File: config.mk
export PLATFORM = sky130hd
export DESIGN_NAME = hpc_host_port
export DESIGN_NICKNAME = d
export VERILOG_FILES = /design/src/hpc_pkg.sv /design/src/hpc_host_port.sv
export VERILOG_INCLUDE_DIRS = /design/src
export SDC_FILE = /design/constraint.sdc
export NUM_CORES = 1
export LEC_CHECK = 0
export ABC_AREA = 1
export BUFFER_PORTS_ARGS = -buffer_cell sky130_fd_sc_hd__clkbuf_2
export CORE_UTILIZATION = 35
export CTS_CLUSTER_SIZE = 12
export DETAILED_ROUTE_END_ITERATION = 8
export SYNTH_ARGS = -nofsm -noshare
export SYNTH_HDL_FRONTEND = slang
export SYNTH_SLANG_ARGS = --single-unit
File: constraint.sdc
create_clock -name clk -period 3.5 [get_ports clk]
set_clock_uncertainty 0.15 [all_clocks]
set_input_delay 0.7 -clock clk [delete_from_list [all_inputs] [get_ports clk]]
set_output_delay 0.7 -clock clk [all_outputs]
set_load 0.02 [all_outputs]
File: src/hpc_cfg.svh
// Constants for the host port mode and control block.
`ifndef HPC_CFG_SVH
`define HPC_CFG_SVH
`define HPC_CLK_HZ 10000000
`define HPC_NREGS 16
`define HPC_AW 4
`define HPC_REG_RESET 8'h00
`define HPC_RATE_E1_HZ 2048000
`define HPC_RATE_T1_HZ 1544000
`define HPC_NFRAMERS 16
`define HPC_GMASK_BIT 0
`endif

File: src/hpc_pkg.sv
// Types for the host port mode and control block.
package hpc_pkg;
   typedef enum logic [2:0] {
      HPC_IDLE = 3'b001,
      HPC_ACCESS = 3'b010,
      HPC_DONE = 3'b100
   } hpc_state_e;
   typedef struct packed {
      logic chip_select_n;
      logic write_strobe_n;
      logic read_strobe_n;
   } hpc_strobes_s;
   typedef struct packed {
      logic [7:0] out;
      logic oe;
   } hpc_bus_drive_s;
endpackage : hpc_pkg

File: src/hpc_host_port.sv
// Host port strobe qualification, mode selection, interrupt and clock select.
`timescale 1ns/100ps
`include "hpc_cfg.svh"
// Notes on behaviour
// Data bus captured into addressed register on write strobe rise, chip select low.
// Interrupt output driven low while any unmasked event is pending.
// Interrupt output released, not driven high, once nothing is pending.
// Mask bits at global, framer, line interface and bit error tester level.
// Serial port select 0 gives parallel bus, 1 gives serial slave.
// Bus style high: data strobe plus direction; low: separate read, write.
// The system holds bus style low whenever serial mode is selected.
// Master clock at either base rate, adapted to the other by settings.
// Port transmit clock is 2.048MHz for E1, 1.544MHz for T1 or J1.
// Device reset returns all registers and units to reset state; the test port flops and id_reg are not reset by it.
// Backplane reference chosen from reference pin, line clocks or master.
// Reference pin as output drives a 1.544MHz or 2.048MHz clock.
// Digital I/O float when enable and test reset are both low.
// Test port reset clears the test access controller asynchronously.
// Test reset raised after power-up gives identification mode; low is normal.
// Read drives bus while read strobe and chip select low, else undriven.
// Serial bit order swap: 0 least significant first, 1 most first.
// Write strobe edges with chip select high change nothing.
module hpc_host_port #(
   parameter int NREGS = `HPC_NREGS,
   parameter int AW = `HPC_AW
) (
   input wire logic clk,
   input wire logic reset_n,
   input wire logic device_reset_n,
   input wire logic chip_select_n,
   input wire logic write_strobe_n,
   input wire logic read_strobe_n,
   input wire logic [AW-1:0] address,
   input wire logic [7:0] data_in,
   output logic [7:0] data_out,
   output logic data_oe,
   input wire logic serial_port_select,
   input wire logic bus_style_select,
   input wire logic spi_bit_order_swap,
   output logic serial_mode,
   output logic serial_msb_first,
   input wire logic [3:0] event_framer,
   input wire logic [3:0] event_line_interface,
   input wire logic [3:0] event_bit_error_tester,
   output logic interrupt_request_n_out,
   output logic interrupt_request_n_oe,
   input wire logic master_prescale_bit0,
   input wire logic master_prescale_bit1,
   input wire logic master_frequency_select,
   input wire logic port_is_e1,
   output logic [1:0] master_clock_adapt,
   output logic [23:0] port_transmit_rate_hz,
   input wire logic [1:0] backplane_ref_select,
   input wire logic reference_clock_pin_in,
   input wire logic line_recovered_clock,
   input wire logic master_clock_ref,
   input wire logic reference_pin_output_mode,
   output logic backplane_reference,
   output logic reference_clock_pin_out,
   output logic reference_clock_pin_oe,
   input wire logic digital_io_enable,
   input wire logic test_port_reset_n,
   output logic digital_io_float,
   output logic test_port_id_mode
);
   hpc_pkg::hpc_strobes_s s1_reg, s2_reg, s3_reg;
   hpc_pkg::hpc_state_e state_reg, state_next;
   logic [7:0] regs [NREGS];
   logic [AW-1:0] addr1_reg, addr2_reg;
   logic [7:0] d1_reg, d2_reg;
   logic [2:0] ctl1_reg, ctl2_reg;
   logic [3:0] en1_reg, en2_reg;
   logic [2:0] clk1_reg, clk2_reg;
   logic tr1_reg, tr2_reg, id_reg;
   logic test_ctrl_reset_reg;
   logic wr_level, rd_level, wr_rise, pending;
   hpc_pkg::hpc_bus_drive_s drive_reg;

   // Double-flop the strobe, address, data, mode, enable and clock pins before any logic looks at them.
   always_ff @(posedge clk) begin
      s1_reg <= {chip_select_n, write_strobe_n, read_strobe_n};
      s2_reg <= s1_reg;
      s3_reg <= s2_reg;
      addr1_reg <= address;
      addr2_reg <= addr1_reg;
      d1_reg <= data_in;
      d2_reg <= d1_reg;
      ctl1_reg <= {serial_port_select, bus_style_select, spi_bit_order_swap};
      ctl2_reg <= ctl1_reg;
      en1_reg <= {digital_io_enable, reference_pin_output_mode,
                  backplane_ref_select};
      en2_reg <= en1_reg;
      clk1_reg <= {reference_clock_pin_in, line_recovered_clock,
                   master_clock_ref};
      clk2_reg <= clk1_reg;
   end

   // strobe style decode
   // With bus style high, the write line carries direction (low = write).
   assign wr_level = ctl2_reg[1] ? (!s2_reg.read_strobe_n &&
                                    !s2_reg.write_strobe_n)
                                 : !s2_reg.write_strobe_n;
   assign rd_level = ctl2_reg[1] ? (!s2_reg.read_strobe_n &&
                                    s2_reg.write_strobe_n)
                                 : !s2_reg.read_strobe_n;
   // rising edge capture
   // chip select qualifies
   // The end of the write phase is taken as the capture point, so data must
   // be stable across the strobe rise plus two synchroniser cycles.
   assign wr_rise = (state_reg == hpc_pkg::HPC_ACCESS) && !wr_level &&
                    !s3_reg.chip_select_n && !s2_reg.chip_select_n;

   always_comb begin
      state_next = state_reg;
      case (state_reg)
         hpc_pkg::HPC_IDLE: begin
            if (wr_level && !s2_reg.chip_select_n && !ctl2_reg[2]) begin
               state_next = hpc_pkg::HPC_ACCESS;
            end
         end
         hpc_pkg::HPC_ACCESS: begin
            if (s2_reg.chip_select_n) begin
               state_next = hpc_pkg::HPC_IDLE;
            end else if (!wr_level) begin
               state_next = hpc_pkg::HPC_DONE;
            end
         end
         hpc_pkg::HPC_DONE: begin
            state_next = hpc_pkg::HPC_IDLE;
         end
         default: begin
            state_next = hpc_pkg::HPC_IDLE;
         end
      endcase
   end

   // device reset
   always_ff @(posedge clk) begin
      if (!reset_n || !device_reset_n) begin
         state_reg <= hpc_pkg::HPC_IDLE;
         for (int i = 0; i < NREGS; i++) begin
            regs[i] <= `HPC_REG_RESET;
         end
      end else begin
         state_reg <= state_next;
         if (wr_rise) begin
            regs[addr2_reg] <= d2_reg;
         end
      end
   end

   // four mask levels
   // Register 0 bit 0 is the global mask; registers 1..3 mask each group.
   assign pending = !regs[0][`HPC_GMASK_BIT] &&
                    (|(event_framer & ~regs[1][3:0]) ||
                     |(event_line_interface & ~regs[2][3:0]) ||
                     |(event_bit_error_tester & ~regs[3][3:0]));

   always_ff @(posedge clk) begin
      if (!reset_n || !device_reset_n) begin
         interrupt_request_n_out <= 1'b0;
         interrupt_request_n_oe <= 1'b0;
         drive_reg <= '0;
         serial_mode <= 1'b0;
         serial_msb_first <= 1'b0;
         master_clock_adapt <= 2'h0;
         port_transmit_rate_hz <= 24'h000000;
         backplane_reference <= 1'b0;
         reference_clock_pin_out <= 1'b0;
         reference_clock_pin_oe <= 1'b0;
         digital_io_float <= 1'b0;
      end else begin
         // assert on unmasked
         // release when clear
         interrupt_request_n_out <= 1'b0;
         interrupt_request_n_oe <= pending && !digital_io_float;
         // read drive
         drive_reg.out <= regs[addr2_reg];
         drive_reg.oe <= rd_level && !s2_reg.chip_select_n &&
                         !ctl2_reg[2] && !digital_io_float;
         // port mode select
         serial_mode <= ctl2_reg[2];
         // bit order swap
         serial_msb_first <= ctl2_reg[2] && ctl2_reg[0];
         // master clock adapt
         master_clock_adapt <= {master_prescale_bit1 ^ master_frequency_select,
                                master_prescale_bit0};
         // transmit rate
         port_transmit_rate_hz <= port_is_e1 ? 24'(`HPC_RATE_E1_HZ)
                                             : 24'(`HPC_RATE_T1_HZ);
         // backplane source
         backplane_reference <= (en2_reg[1:0] == 2'h0) ? clk2_reg[2] :
                                (en2_reg[1:0] == 2'h1) ? clk2_reg[1] :
                                clk2_reg[0];
         // reference output
         reference_clock_pin_out <= clk2_reg[0];
         reference_clock_pin_oe <= en2_reg[2] && !digital_io_float;
         // io float
         digital_io_float <= !en2_reg[3] && !tr2_reg;
      end
   end
   assign data_out = drive_reg.out;
   assign data_oe = drive_reg.oe;

   // async test reset
   always_ff @(posedge clk or negedge test_port_reset_n) begin
      if (!test_port_reset_n) begin
         test_ctrl_reset_reg <= 1'b1;
         tr1_reg <= 1'b0;
         tr2_reg <= 1'b0;
      end else begin
         test_ctrl_reset_reg <= 1'b0;
         tr1_reg <= 1'b1;
         tr2_reg <= tr1_reg;
      end
   end
   // identification mode
   always_ff @(posedge clk) begin
      if (!reset_n || test_ctrl_reset_reg) begin
         id_reg <= 1'b0;
      end else begin
         id_reg <= tr2_reg;
      end
   end
   assign test_port_id_mode = id_reg;
endmodule : hpc_host_port

* Word-level counts from Yosys, hierarchy flattened
Memory sizes are Yosys's and may differ from the RTL's. A register that Yosys moved wholly into a read port is not among the register bits.
Cells that the tools add are included.
** Storage, ports and cells
- Memories :: 1
- Register bits after elaboration :: 92
- RAM bits :: 128
** Cells by class
- Multiplexer cells :: 17
- Bitwise logic cells :: 7
- Reduce and logical (&&, ||, !) cells :: 37
- Eq/ne operators :: 5
** Memories
- regs :: words 16, bits a word 8, read ports 5, clocked after memory_dff 1, wr ports 16, RTL line hpc_host_port.sv:68 : logic [7:0] regs [NREGS];
** Operators with widths (number)
- $mux 20 :: 1
- $logic_and 1x1->1 :: 15
- $and 4x4->4 :: 3
- $logic_not 1->1 :: 12
- $not 4->4 :: 3
- $reduce_or 4->1 :: 3
- $mux 1 :: 10
- $mux 3 :: 3
- $mux 8 :: 1
- $reduce_or 8->1 :: 1
- $pmux 3 s2 :: 1
- $logic_or 1x1->1 :: 4
- $mux 4 :: 1
- $eq 3x1->1 const B :: 1
- $eq 3x2->1 const B :: 1
- $ne 3x3->1 const B :: 1
- $eq 2x1->1 const B :: 1
- $logic_not 2->1 :: 1
- $ne 2x2->1 const B :: 1
- $reduce_and 2->1 :: 1
- $xor 1x1->1 :: 1

* Longest topological paths before layout
Gate-level depths: netlist of run 1.
- Depth in word-level cells :: 12
- Depth in mapped cells :: 12
- Depth with buffers taken out :: 9

* Least setup slack after synthesis of run 1
Ideal clock, no wire load.
- Kind :: input-to-reg
- Start :: in reset_n
- End :: mem regs[14][0] (enable)
- Setup slack :: 1312 ps
- Arrival :: 1710 ps
- Stages :: 7
- Path buffers :: 1
- Path through :: nand2_1 -> nor2_1 -> nand2_2 -> nor2_8 -> buf_12 -> nand3_4 -> nand2_1
** RTL lines
- start: declaration :: RTL line hpc_host_port.sv:28 : input wire logic reset_n,
- end: declaration :: RTL line hpc_host_port.sv:68

==> results of run 1 <==
==> worst paths after layout <==
path,cells after the start,endpoint,from,slack (ns)
hold / removal,1,d1_reg[7]$_DFF_P_,data_in[7],0.13
hold reg to reg,0,d2_reg[1]$_DFF_P_,d1_reg[1]$_DFF_P_,0.17
setup reg to reg,5,regs[11][3]$_SDFFCE_PN0P_,addr2_reg[1]$_DFF_P_,1.12
max in group asynchronous,2,test_ctrl_reset_reg$_DFF_PN1_,test_port_reset_n,2.64
min in group asynchronous,2,tr1_reg$_DFF_PN0_,test_port_reset_n,0.36
setup / recovery,5,regs[11][3]$_SDFFCE_PN0P_,addr2_reg[1]$_DFF_P_,1.12
==> metrics by stage <==
step	area, um^2	setup WS [ns]
6_report	9650	1.12
5_1_grt	9650	0.982
4_1_cts	9650	1.13
3_5_place_dp	8920	0.757
3_3_place_gp	8920	0.805
2_1_floorplan	8460	1.31
==> layer usage <==
metal  global-route usage, %  vias to the layer above  part of all wire, %
met5                       0                        -                    0
met4                    5.73                        0                  2.7
met3                    2.84                       42                  7.3
met2                    24.3                      219                   45
met1                    20.3                     2593                   45
li1                        -                     2856                    -
==> cell usage in the layout, fill, tap and decap left out, types with 2 or more instances in the layout <==
| cell | n |
|---|---|
| a21oi_1 | 2 |
| nand2_1 | 363 |
| nand3_4 | 10 |
| clkbuf_16 | 24 |
| clkbuf_1 | 6 |
| nand3_2 | 6 |
| nand2_2 | 2 |
| clkinv_2 | 3 |
| nor2_2 | 4 |
| nor2_1 | 159 |
| buf_4 | 9 |
| dfxtp_1 | 75 |
| nand3_1 | 3 |
| inv_1 | 35 |
| edfxtp_1 | 128 |
| nor2_8 | 3 |
| inv_2 | 2 |
| clkbuf_2 | 76 |
| nor3_1 | 3 |
| conb_1 | 15 |
| o22ai_1 | 6 |
| dfrtp_1 | 2 |
| clkinv_1 | 3 |
==> Yosys cell counts (2+ instances only) <==
cell	number	area share (%)
clkbuf_1	15	0.67
nand3_4	10	2.1
nor3_1	3	0.18
nand3_1	3	0.18
nand2_1	363	16
nand2_2	2	0.15
a21oi_1	2	0.12
nor2_1	159	7.1
buf_1	2	0.089
nor2_8	3	0.71
edfxtp_1	128	46
inv_1	36	1.6
dfxtp_1	76	18
o22ai_1	6	0.45
nor2_2	4	0.30
conb_1	2	0.089
dfrtp_1	2	0.59
buf_2	8	0.48
buf_4	32	2.9
nand3_2	6	0.71
==> logic make-up (layout without fill, tap and decap cells) <==
family	Yosys count	count (layout)	share of synthesized area, %
AOI/OAI and AO/OA	12	12	0.907
and+or+nand+nor	555	555	27.9
xor gates and xnor gates	1	1	0.104
muxes	1	1	0.134
buffers and inverters	98	163	6.22
DFF	207	207	64.7
other	2	15	0.0893
==> power by group through the flow <==
| stage | logic (W) | registers, W | clock network [W] |
|---|---|---|---|
| after CTS | 0.000331 | 0.00272 | 0.00231 |
| after floorplan | 0.000227 | 0.00277 | 0 |
| after global placement | 0.000327 | 0.00277 | 0 |
| final | 0.000329 | 0.00272 | 0.00227 |
| after global routing | 0.000363 | 0.00273 | 0.00240 |
| after detailed placement | 0.000328 | 0.00277 | 0 |
==> worst max-delay path, stage by stage (launching register included) <==
cell,delay [ns]
dfxtp_1,0.61
buf_4,0.39
nand2_1,0.11
inv_2,0.23
nand3_2,0.20
nand2_1,0.36
==> repair_timing <==
item                       4_1_cts  5_1_grt
buffers inserted                 0        0
hold buffers                     1        0
hold endpoints to repair         3        0
setup endpoints to repair        0        0
==> layout make-up <==
| cell class | count | area [um^2] | area share, % |
|---|---|---|---|
| clock buffers | 32 | 642 | 6.65 |
| flip-flops and latches | 207 | 5440 | 56.4 |
| clock inverters | 8 | 70.1 | 0.726 |
| multi-input cells | 584 | 2500 | 25.9 |
| well taps | 319 | 399 | 4.14 |
| inverters | 38 | 143 | 1.48 |
| repair buffers | 85 | 453 | 4.70 |
==> impl_metrics.toml, run 1 <==
[detailed_routing]
avgViaCountPerCell = 4.49
routed_wl_um = 18700
route.detailed.drc = 0
route.vias.total = 5710
dr.pass1.iters = 5
drt_iter0_drc = 377
ant_nets = 0
wire_per_inst_um = 14.7

[clock_network]
cts_root_buf = "clkbuf_16"
cts_made_buffers = 23
cts.sinks = 207
cts-root-to-sink-buffers = 3
clkTransAtPathRegs_ns = 0.06
cts_tree = "built"
cts_max_level = 1
cts_resized = 0
clk_latency_ns = 0.51

[finish]
largest_reg_flops = 128
final_util_pct = 41.0
fin_nets = 984
diodes = 0
largest-register = "regs"
fin_cells = 1273
fillers = 2298
drive_above_1_share_pct = 15.5
area_growth_pct = 14.7

[power]
swShare_pct = 22.6
power_density_nw_per_um2 = 552
ir_drop_uv = 327
p_seq_share_pct = 51.2
netSwitchingPower_w = 0.00120
p_total_w = 0.00532
leakage_nw = 4.50
clkPwrFrac_pct = 42.7
p_comb_share_pct = 6.2
p_int_w = 0.00412

[floorplan]
io_pins = 89
fp.coreArea_um2 = 23500
die_area_um2 = 24700
rows = 56
die_w_um = 157
chipHeight_um = 157
start_util_pct = 35.7

[sta]
slew_headroom_pct = 37.1
fin_setup_tns_ns = 0
final_max_slew_viol_count = 0
rsz0062_at_grt = "no"
worst_slew_pin_slew_ns = 0.942
hold_viol = 0
fmax_mhz = 420
finalCriticalPeriod_ns = 2.38
setup_viol = 0
timing.hold.ws_ns = 0.135
finalCritPeriodShare_pct = 68.0

[setup_path]
worstSetupPathType = "reg2reg"
endpoint_kind = "flop"
worstPathArrival_ns = 2.41
startpoint_type = "flop"
critPathMaxFanout = 25
worstPathRequired_ns = 3.53

[grt]
grt_overflow = 0
grt_max_degree = 68
antenna_found_initial = 0
track_usage_pct = 15.2
grt_pass1_wl_um = 28000
grt_pass1_vias = 5123

[run]
drv_cap = 0

[synth]
ys_warn_count = 0
avgSynthCellArea_um2 = 9.60
synth_seq_cells = 207
syn_inst = 876
synthArstFlopShare_pct = 1.45
synth_area_um2 = 8410
synth_cell_types = 34
synth_edf_count = 128
seq_area_frac_synth_pct = 64.7
synth_ff_type = "edfxtp_1"

[placed_design]
port_buffers = 75
dp_hpwl_um = 11900
gp_congestion = 0.813
placed_cells = 1232

[run_status]
outcome = "finished clean"

[hold_path]
worstHoldPathType = "in2reg"
Note: power is estimated with default switching activity, not from simulation.
==> run 2: changes to the inputs <==
--- a/config.mk
+++ b/config.mk
@@ -6,7 +6,7 @@
 export SDC_FILE = /design/constraint.sdc
 export NUM_CORES = 1
 export LEC_CHECK = 0
-export ABC_AREA = 1
+export ABC_AREA = 0
 export BUFFER_PORTS_ARGS = -buffer_cell sky130_fd_sc_hd__clkbuf_2
 export CORE_UTILIZATION = 35
 export CTS_CLUSTER_SIZE = 12
==> constraint.sdc (replaced) <==
create_clock -name clk -period 2.3 [get_ports clk]
set_clock_uncertainty 0.15 [all_clocks]
set_input_delay 0.46 -clock clk [delete_from_list [all_inputs] [get_ports clk]]
set_output_delay 0.46 -clock clk [all_outputs]
set_load 0.02 [all_outputs]
==> impl_metrics.toml, run 2 <==
[grt]
antenna_found_initial = 0
grt_overflow = 0
track_usage_pct = 15.6
grt_max_degree = 24
grt_pass1_wl_um = 28100
grt_pass1_vias = 4901

[sta]
rsz0062_at_grt = "yes"
worst_slew_pin_slew_ns = 0.776
slew_headroom_pct = 48.2
timing.final.ws_setup_ns = 0.0750
setup_viol = 0
finalCriticalPeriod_ns = 2.23
finalCritPeriodShare_pct = 96.7
hold_viol = 0
fmax_mhz = 449
timing.hold.ws_ns = 0.0467
final_max_slew_viol_count = 0

[finish]
final_common_cell = "and2_1"
largest-register = "regs"
final_cell_mix = "130 x and2_1, 128 x edfxtp_1, 75 x dfxtp_1, 75 x clkbuf_2, 57 x buf_4"
largest_reg_flops = 128
fillers = 2059
drive_above_1_share_pct = 29.0
area_growth_pct = 23.8
fin_nets = 764
diodes = 0
fin_cells = 1048
final_util_pct = 44.5

[hold_path]
hold_depth = 3
worstHoldPathType = "in2reg"
hold-path-endpoint = "master_clock_adapt[1]$_SDFF_PP0_"
hold_start = "master_prescale_bit1"

[floorplan]
start_util_pct = 35.9
chipHeight_um = 155
io_pins = 89
fp.coreArea_um2 = 22800
die_w_um = 155
rows = 55
die_area_um2 = 24100

[synth]
syn_inst = 568
synth_top_area_share_pct = 46.8
synth_largest_area_cell = "edfxtp_1"
synthTopCellsByCount = "130 x and2_1, 128 x edfxtp_1, 76 x dfxtp_1"
synthArstFlopShare_pct = 1.45
synth_ff_type = "edfxtp_1"
synth_area_um2 = 8210
synthTopCellsByArea = "edfxtp_1 47%, dfxtp_1 19%, and2_1 9.9%"
seq_area_frac_synth_pct = 66.3
avgSynthCellArea_um2 = 14.5
synth_seq_cells = 207
synth_edf_count = 128
synth_most_common_cell = "and2_1"
ys_warn_count = 0
synth_cell_types = 43

[placed_design]
port_buffers = 75
dp_worst_setup_slack_ns = -0.0685
placed_cells = 980
gp_congestion = 0.867
dp_hpwl_um = 12700

[detailed_routing]
avgViaCountPerCell = 4.66
drt_iter0_drc = 307
route.vias.total = 4881
routed_wl_um = 18300
dr.pass1.iters = 5
route.detailed.drc = 0
ant_nets = 0
wire_per_inst_um = 17.4

[setup_path]
path_common_cell = "buf_4"
endpoint_kind = "flop"
slowest_stage = "or4_1"
worstPathRequired_ns = 2.35
r2r_start = "s2_reg[2]$_DFF_P_"
critPathMaxFanout = 8
rrSetupSlack_ns = 0.07
r2r-end = "regs[12][0]$_SDFFCE_PN0P_"
startpoint_type = "flop"
worstPathArrival_ns = 2.27
reg2reg_depth = 6
slowest_delay_ns = 0.50
worstSetupPathType = "reg2reg"
path_cells = "nand4bb_4, buf_4, or4_1, buf_4, o21ai_1, buf_4"

[clock_network]
cts_made_buffers = 23
cts.sinks = 207
clkTransAtPathRegs_ns = 0.06
cts-root-to-sink-buffers = 3
cts_max_level = 1
cts_root_buf = "clkbuf_16"
clk_latency_ns = 0.51
cts_tree = "built"

[power]
power_density_nw_per_um2 = 791
leakage_nw = 4.17
ir_drop_uv = 400
p_total_w = 0.00803

[run_status]
outcome = "finished clean"

[run]
drv_cap = 0
[run 2: cell types whose count changed in the layout (fill, tap and decap cells not counted), sizes merged, moves of 23 or more]
cell,change
mux4,+26
and2,+130
nor2,-152
nand2,-342
buf,+51
dlygate4sd3,+26
inv,-23
[run 2: per-stage QoR]
step                      cell area (um^2)  TNS, ns
final                                10200        0
after floorplan                       8260    -5.01
after CTS                            10100        0
after detailed placement              9180    -5.37
after global routing                 10200  -0.0967
after global placement                9180    -4.91
[run 2: how the worst max path moves through the flow]
stage | from | to | slack, ns | cells past startpoint
finish | s2_reg[2]$_DFF_P_ | regs[12][0]$_SDFFCE_PN0P_ | 0.07 | 6
global route | s2_reg[2]$_DFF_P_ | regs[12][0]$_SDFFCE_PN0P_ | -0.01 | 6
CTS | addr2_reg[2]$_DFF_P_ | regs[3][5]$_SDFFCE_PN0P_ | 0.05 | 6
detailed placement | reset_n | regs[15][2]$_SDFFCE_PN0P_ | -0.07 | 7
global placement | reset_n | regs[3][2]$_SDFFCE_PN0P_ | -0.08 | 7
floorplan | addr2_reg[3]$_DFF_P_ | regs[6][0]$_SDFFCE_PN0P_ | -0.21 | 5
[run 2: cells by family after synthesis]
logic type | share of synthesized area (%)
compound gates | 2.88
xor+xnor | 0.107
buf+inv | 4.27
flops | 66.3
mux | 9.12
other cells | 0.0915
simple gates | 17.2
[run 2: worst max-delay path, delay by kind of cell (launching register included)]
kind / cells / cell delay [ns]
simple gates: 2 / 0.74
buf+inv: 3 / 0.54
flops: 1 / 0.33
compound gates: 1 / 0.14
[run 2: timing repair]
action | CTS | global route
gates resized for setup | 1 | 2
endpoints found under the hold margin | 29 | 0
buffers inserted | 0 | 0
hold buffers | 27 | 0
endpoints found under the setup margin | 8 | 62
[run 2: power breakdown]
| part | switching, W | leakage [nW] | internal [W] | total (W) |
|---|---|---|---|---|
| logic | 0.000263 | 1.74 | 0.000228 | 0.000491 |
| registers | 0.000110 | 2.09 | 0.00409 | 0.00420 |
| clock network | 0.00142 | 0.337 | 0.00192 | 0.00334 |
[run 2: area by class of cell]
cell class	count	area (um^2)	area share, %
clock inverter	7	45.0	0.443
timing repair buffer	162	1120	11.0
clock buffer	34	637	6.27
inverter	12	45.0	0.443
multi-input combinational	313	2480	24.4
sequential	207	5440	53.6
tap	313	392	3.86
[run 2: routing by layer]
layer	up-vias	GRT usage, %	part of all wire (%)
met2	167	27.4	50
met3	24	2.34	5.3
met4	0	3.63	1.8
met1	2392	20.2	43
met5	-	0	0
li1	2298	-	-
==> run 3: changes to the inputs <==
--- a/config.mk
+++ b/config.mk
@@ -9,6 +9,7 @@
 export ABC_AREA = 0
 export BUFFER_PORTS_ARGS = -buffer_cell sky130_fd_sc_hd__clkbuf_2
 export CORE_UTILIZATION = 35
+export CTS_BUF_LIST = sky130_fd_sc_hd__clkbuf_16
 export CTS_CLUSTER_SIZE = 12
 export DETAILED_ROUTE_END_ITERATION = 8
 export SYNTH_ARGS = -nofsm -noshare
==> impl_metrics.toml, run 3 (synthesis gave the netlist of run 2 again) <==
[detailed_routing]
ant_nets = 0
route.detailed.drc = 0
route.vias.total = 4892
routed_wl_um = 18300
dr.pass1.iters = 4
wire_per_inst_um = 17.4
drt_iter0_drc = 271
avgViaCountPerCell = 4.67

[finish]
fillers = 2061
diodes = 0
final_common_cell = "and2_1"
final_cell_mix = "130 x and2_1, 128 x edfxtp_1, 75 x dfxtp_1, 75 x clkbuf_2, 57 x buf_4"
fin_nets = 764
largest_reg_flops = 128
drive_above_1_share_pct = 28.8
largest-register = "regs"
area_growth_pct = 23.5
design_area_um2 = 10100

[floorplan]
rows = 55
die_w_um = 155
fp.coreArea_um2 = 22800
chipHeight_um = 155
io_pins = 89
die_area_um2 = 24100
start_util_pct = 35.9

[setup_path]
slowest_stage = "or4_1"
path_buf_inv = 3
endpoint_kind = "flop"
critPathMaxFanout = 8
path_common_cell = "buf_4"
startpoint_type = "flop"
cpLargestDelayFamily = "simple AND/OR/NAND/NOR gates"
worstPathArrival_ns = 2.28
path_cells = "buf_4, or4_1, buf_6, nor3_4, nand2b_1, buf_4"
slowest_delay_ns = 0.59
worstPathRequired_ns = 2.36
worstSetupPathType = "reg2reg"

[clock_network]
clk_latency_ns = 0.51
cts_root_buf = "clkbuf_16"
clkTransAtPathRegs_ns = 0.06
postCtsSetupRepairBufs = 0
cts_max_level = 1
cts_tree = "built"
cts_made_buffers = 23
cts-root-to-sink-buffers = 3
cts.sinks = 207

[grt]
antenna_found_initial = 0
grt_overflow = 0
grt_pass1_vias = 4900
track_usage_pct = 15.6
grt_max_degree = 24
grt_pass1_wl_um = 28000

[run_status]
outcome = "finished clean"

[placed_design]
place_area_um2 = 9180
port_buffers = 75
gp_congestion = 0.867
dp_hpwl_um = 12700

[sta]
worst_slew_pin_slew_ns = 0.771
fin_setup_tns_ns = 0
hold_viol = 0
final_max_slew_viol_count = 0
setup_viol = 0
rsz0062_at_grt = "yes"
finalCritPeriodShare_pct = 96.7
fmax_mhz = 450
timing.hold.ws_ns = 0.0488
finalCriticalPeriod_ns = 2.22
slew_headroom_pct = 48.5

[power]
leakage_nw = 4.20
power_density_nw_per_um2 = 781
p_total_w = 0.00792
ir_drop_uv = 397

[hold_path]
worstHoldPathType = "in2reg"

[run]
drv_cap = 0
[run 3: cell count changes in the layout (fill, tap and decap cells not counted), sizes merged]
| cell | before | now |
|---|---|---|
| clkinv | 4 | 5 |
| inv | 15 | 25 |
| clkbuf | 109 | 98 |
[run 3: tightest hold or removal path, cell delays in order]
cell and delay (ns):
clkbuf_2 0.09, xnor2_1 0.06, nor2_1 0.07
[run 3: per-layer routing]
layer | share of wire, % | global-route usage [%] | vias to the layer above
li1 | - | - | 2303
met1 | 43 | 20.1 | 2401
met2 | 50 | 27.4 | 162
met3 | 5.3 | 2.45 | 26
met4 | 1.9 | 3.63 | 0
met5 | 0 | 0 | -
[run 3: power breakdown]
group / internal, W / switching, W
Combinational: 0.000228 / 0.000263
Sequential: 0.00409 / 0.000110
Clock: 0.00182 / 0.00141
Total: 0.00614 / 0.00179
[run 3: cell type report]
class | count | area (um^2) | share of cell area [%]
Sequential cell | 207 | 5440 | 53.7
Timing Repair Buffer | 162 | 1120 | 11.0
Inverter | 12 | 45.0 | 0.444
Clock inverter | 18 | 86.3 | 0.852
Clock buffer | 23 | 576 | 5.68
Multi-Input combinational cell | 313 | 2480 | 24.5
Tap cell | 313 | 392 | 3.86
[run 3: worst paths after layout]
check,from,endpoint,slack (ns),cells past startpoint
min in group asynchronous,test_port_reset_n,tr2_reg$_DFF_PN0_,0.15,2
worst max register to register,addr2_reg[2]$_DFF_P_,regs[3][5]$_SDFFCE_PN0P_,0.08,6
max in group asynchronous,test_port_reset_n,test_ctrl_reset_reg$_DFF_PN1_,1.65,2
worst min-delay path,master_prescale_bit1,master_clock_adapt[1]$_SDFF_PP0_,0.05,3
worst max-delay path,addr2_reg[2]$_DFF_P_,regs[3][5]$_SDFFCE_PN0P_,0.08,6
worst min register to register,d1_reg[4]$_DFF_P_,d2_reg[4]$_DFF_P_,0.18,0
[run 3: per-stage QoR]
step | instances | setup slack (ns) | util [%]
after global routing | 1048 | -0.0133 | 44.4
after CTS | 1048 | 0.0462 | 44.3
final | 1048 | 0.0756 | 44.4
after global placement | 980 | -0.0769 | 40.2
after detailed placement | 980 | -0.0685 | 40.2
after floorplan | 581 | -0.213 | -
[run 3: timing repair]
action | in CTS | in global routing
gates resized for setup | 1 | 2
pin swaps | 0 | 0
setup endpoints to repair | 8 | 62
hold endpoints to repair | 29 | 0
hold buffers | 27 | 0
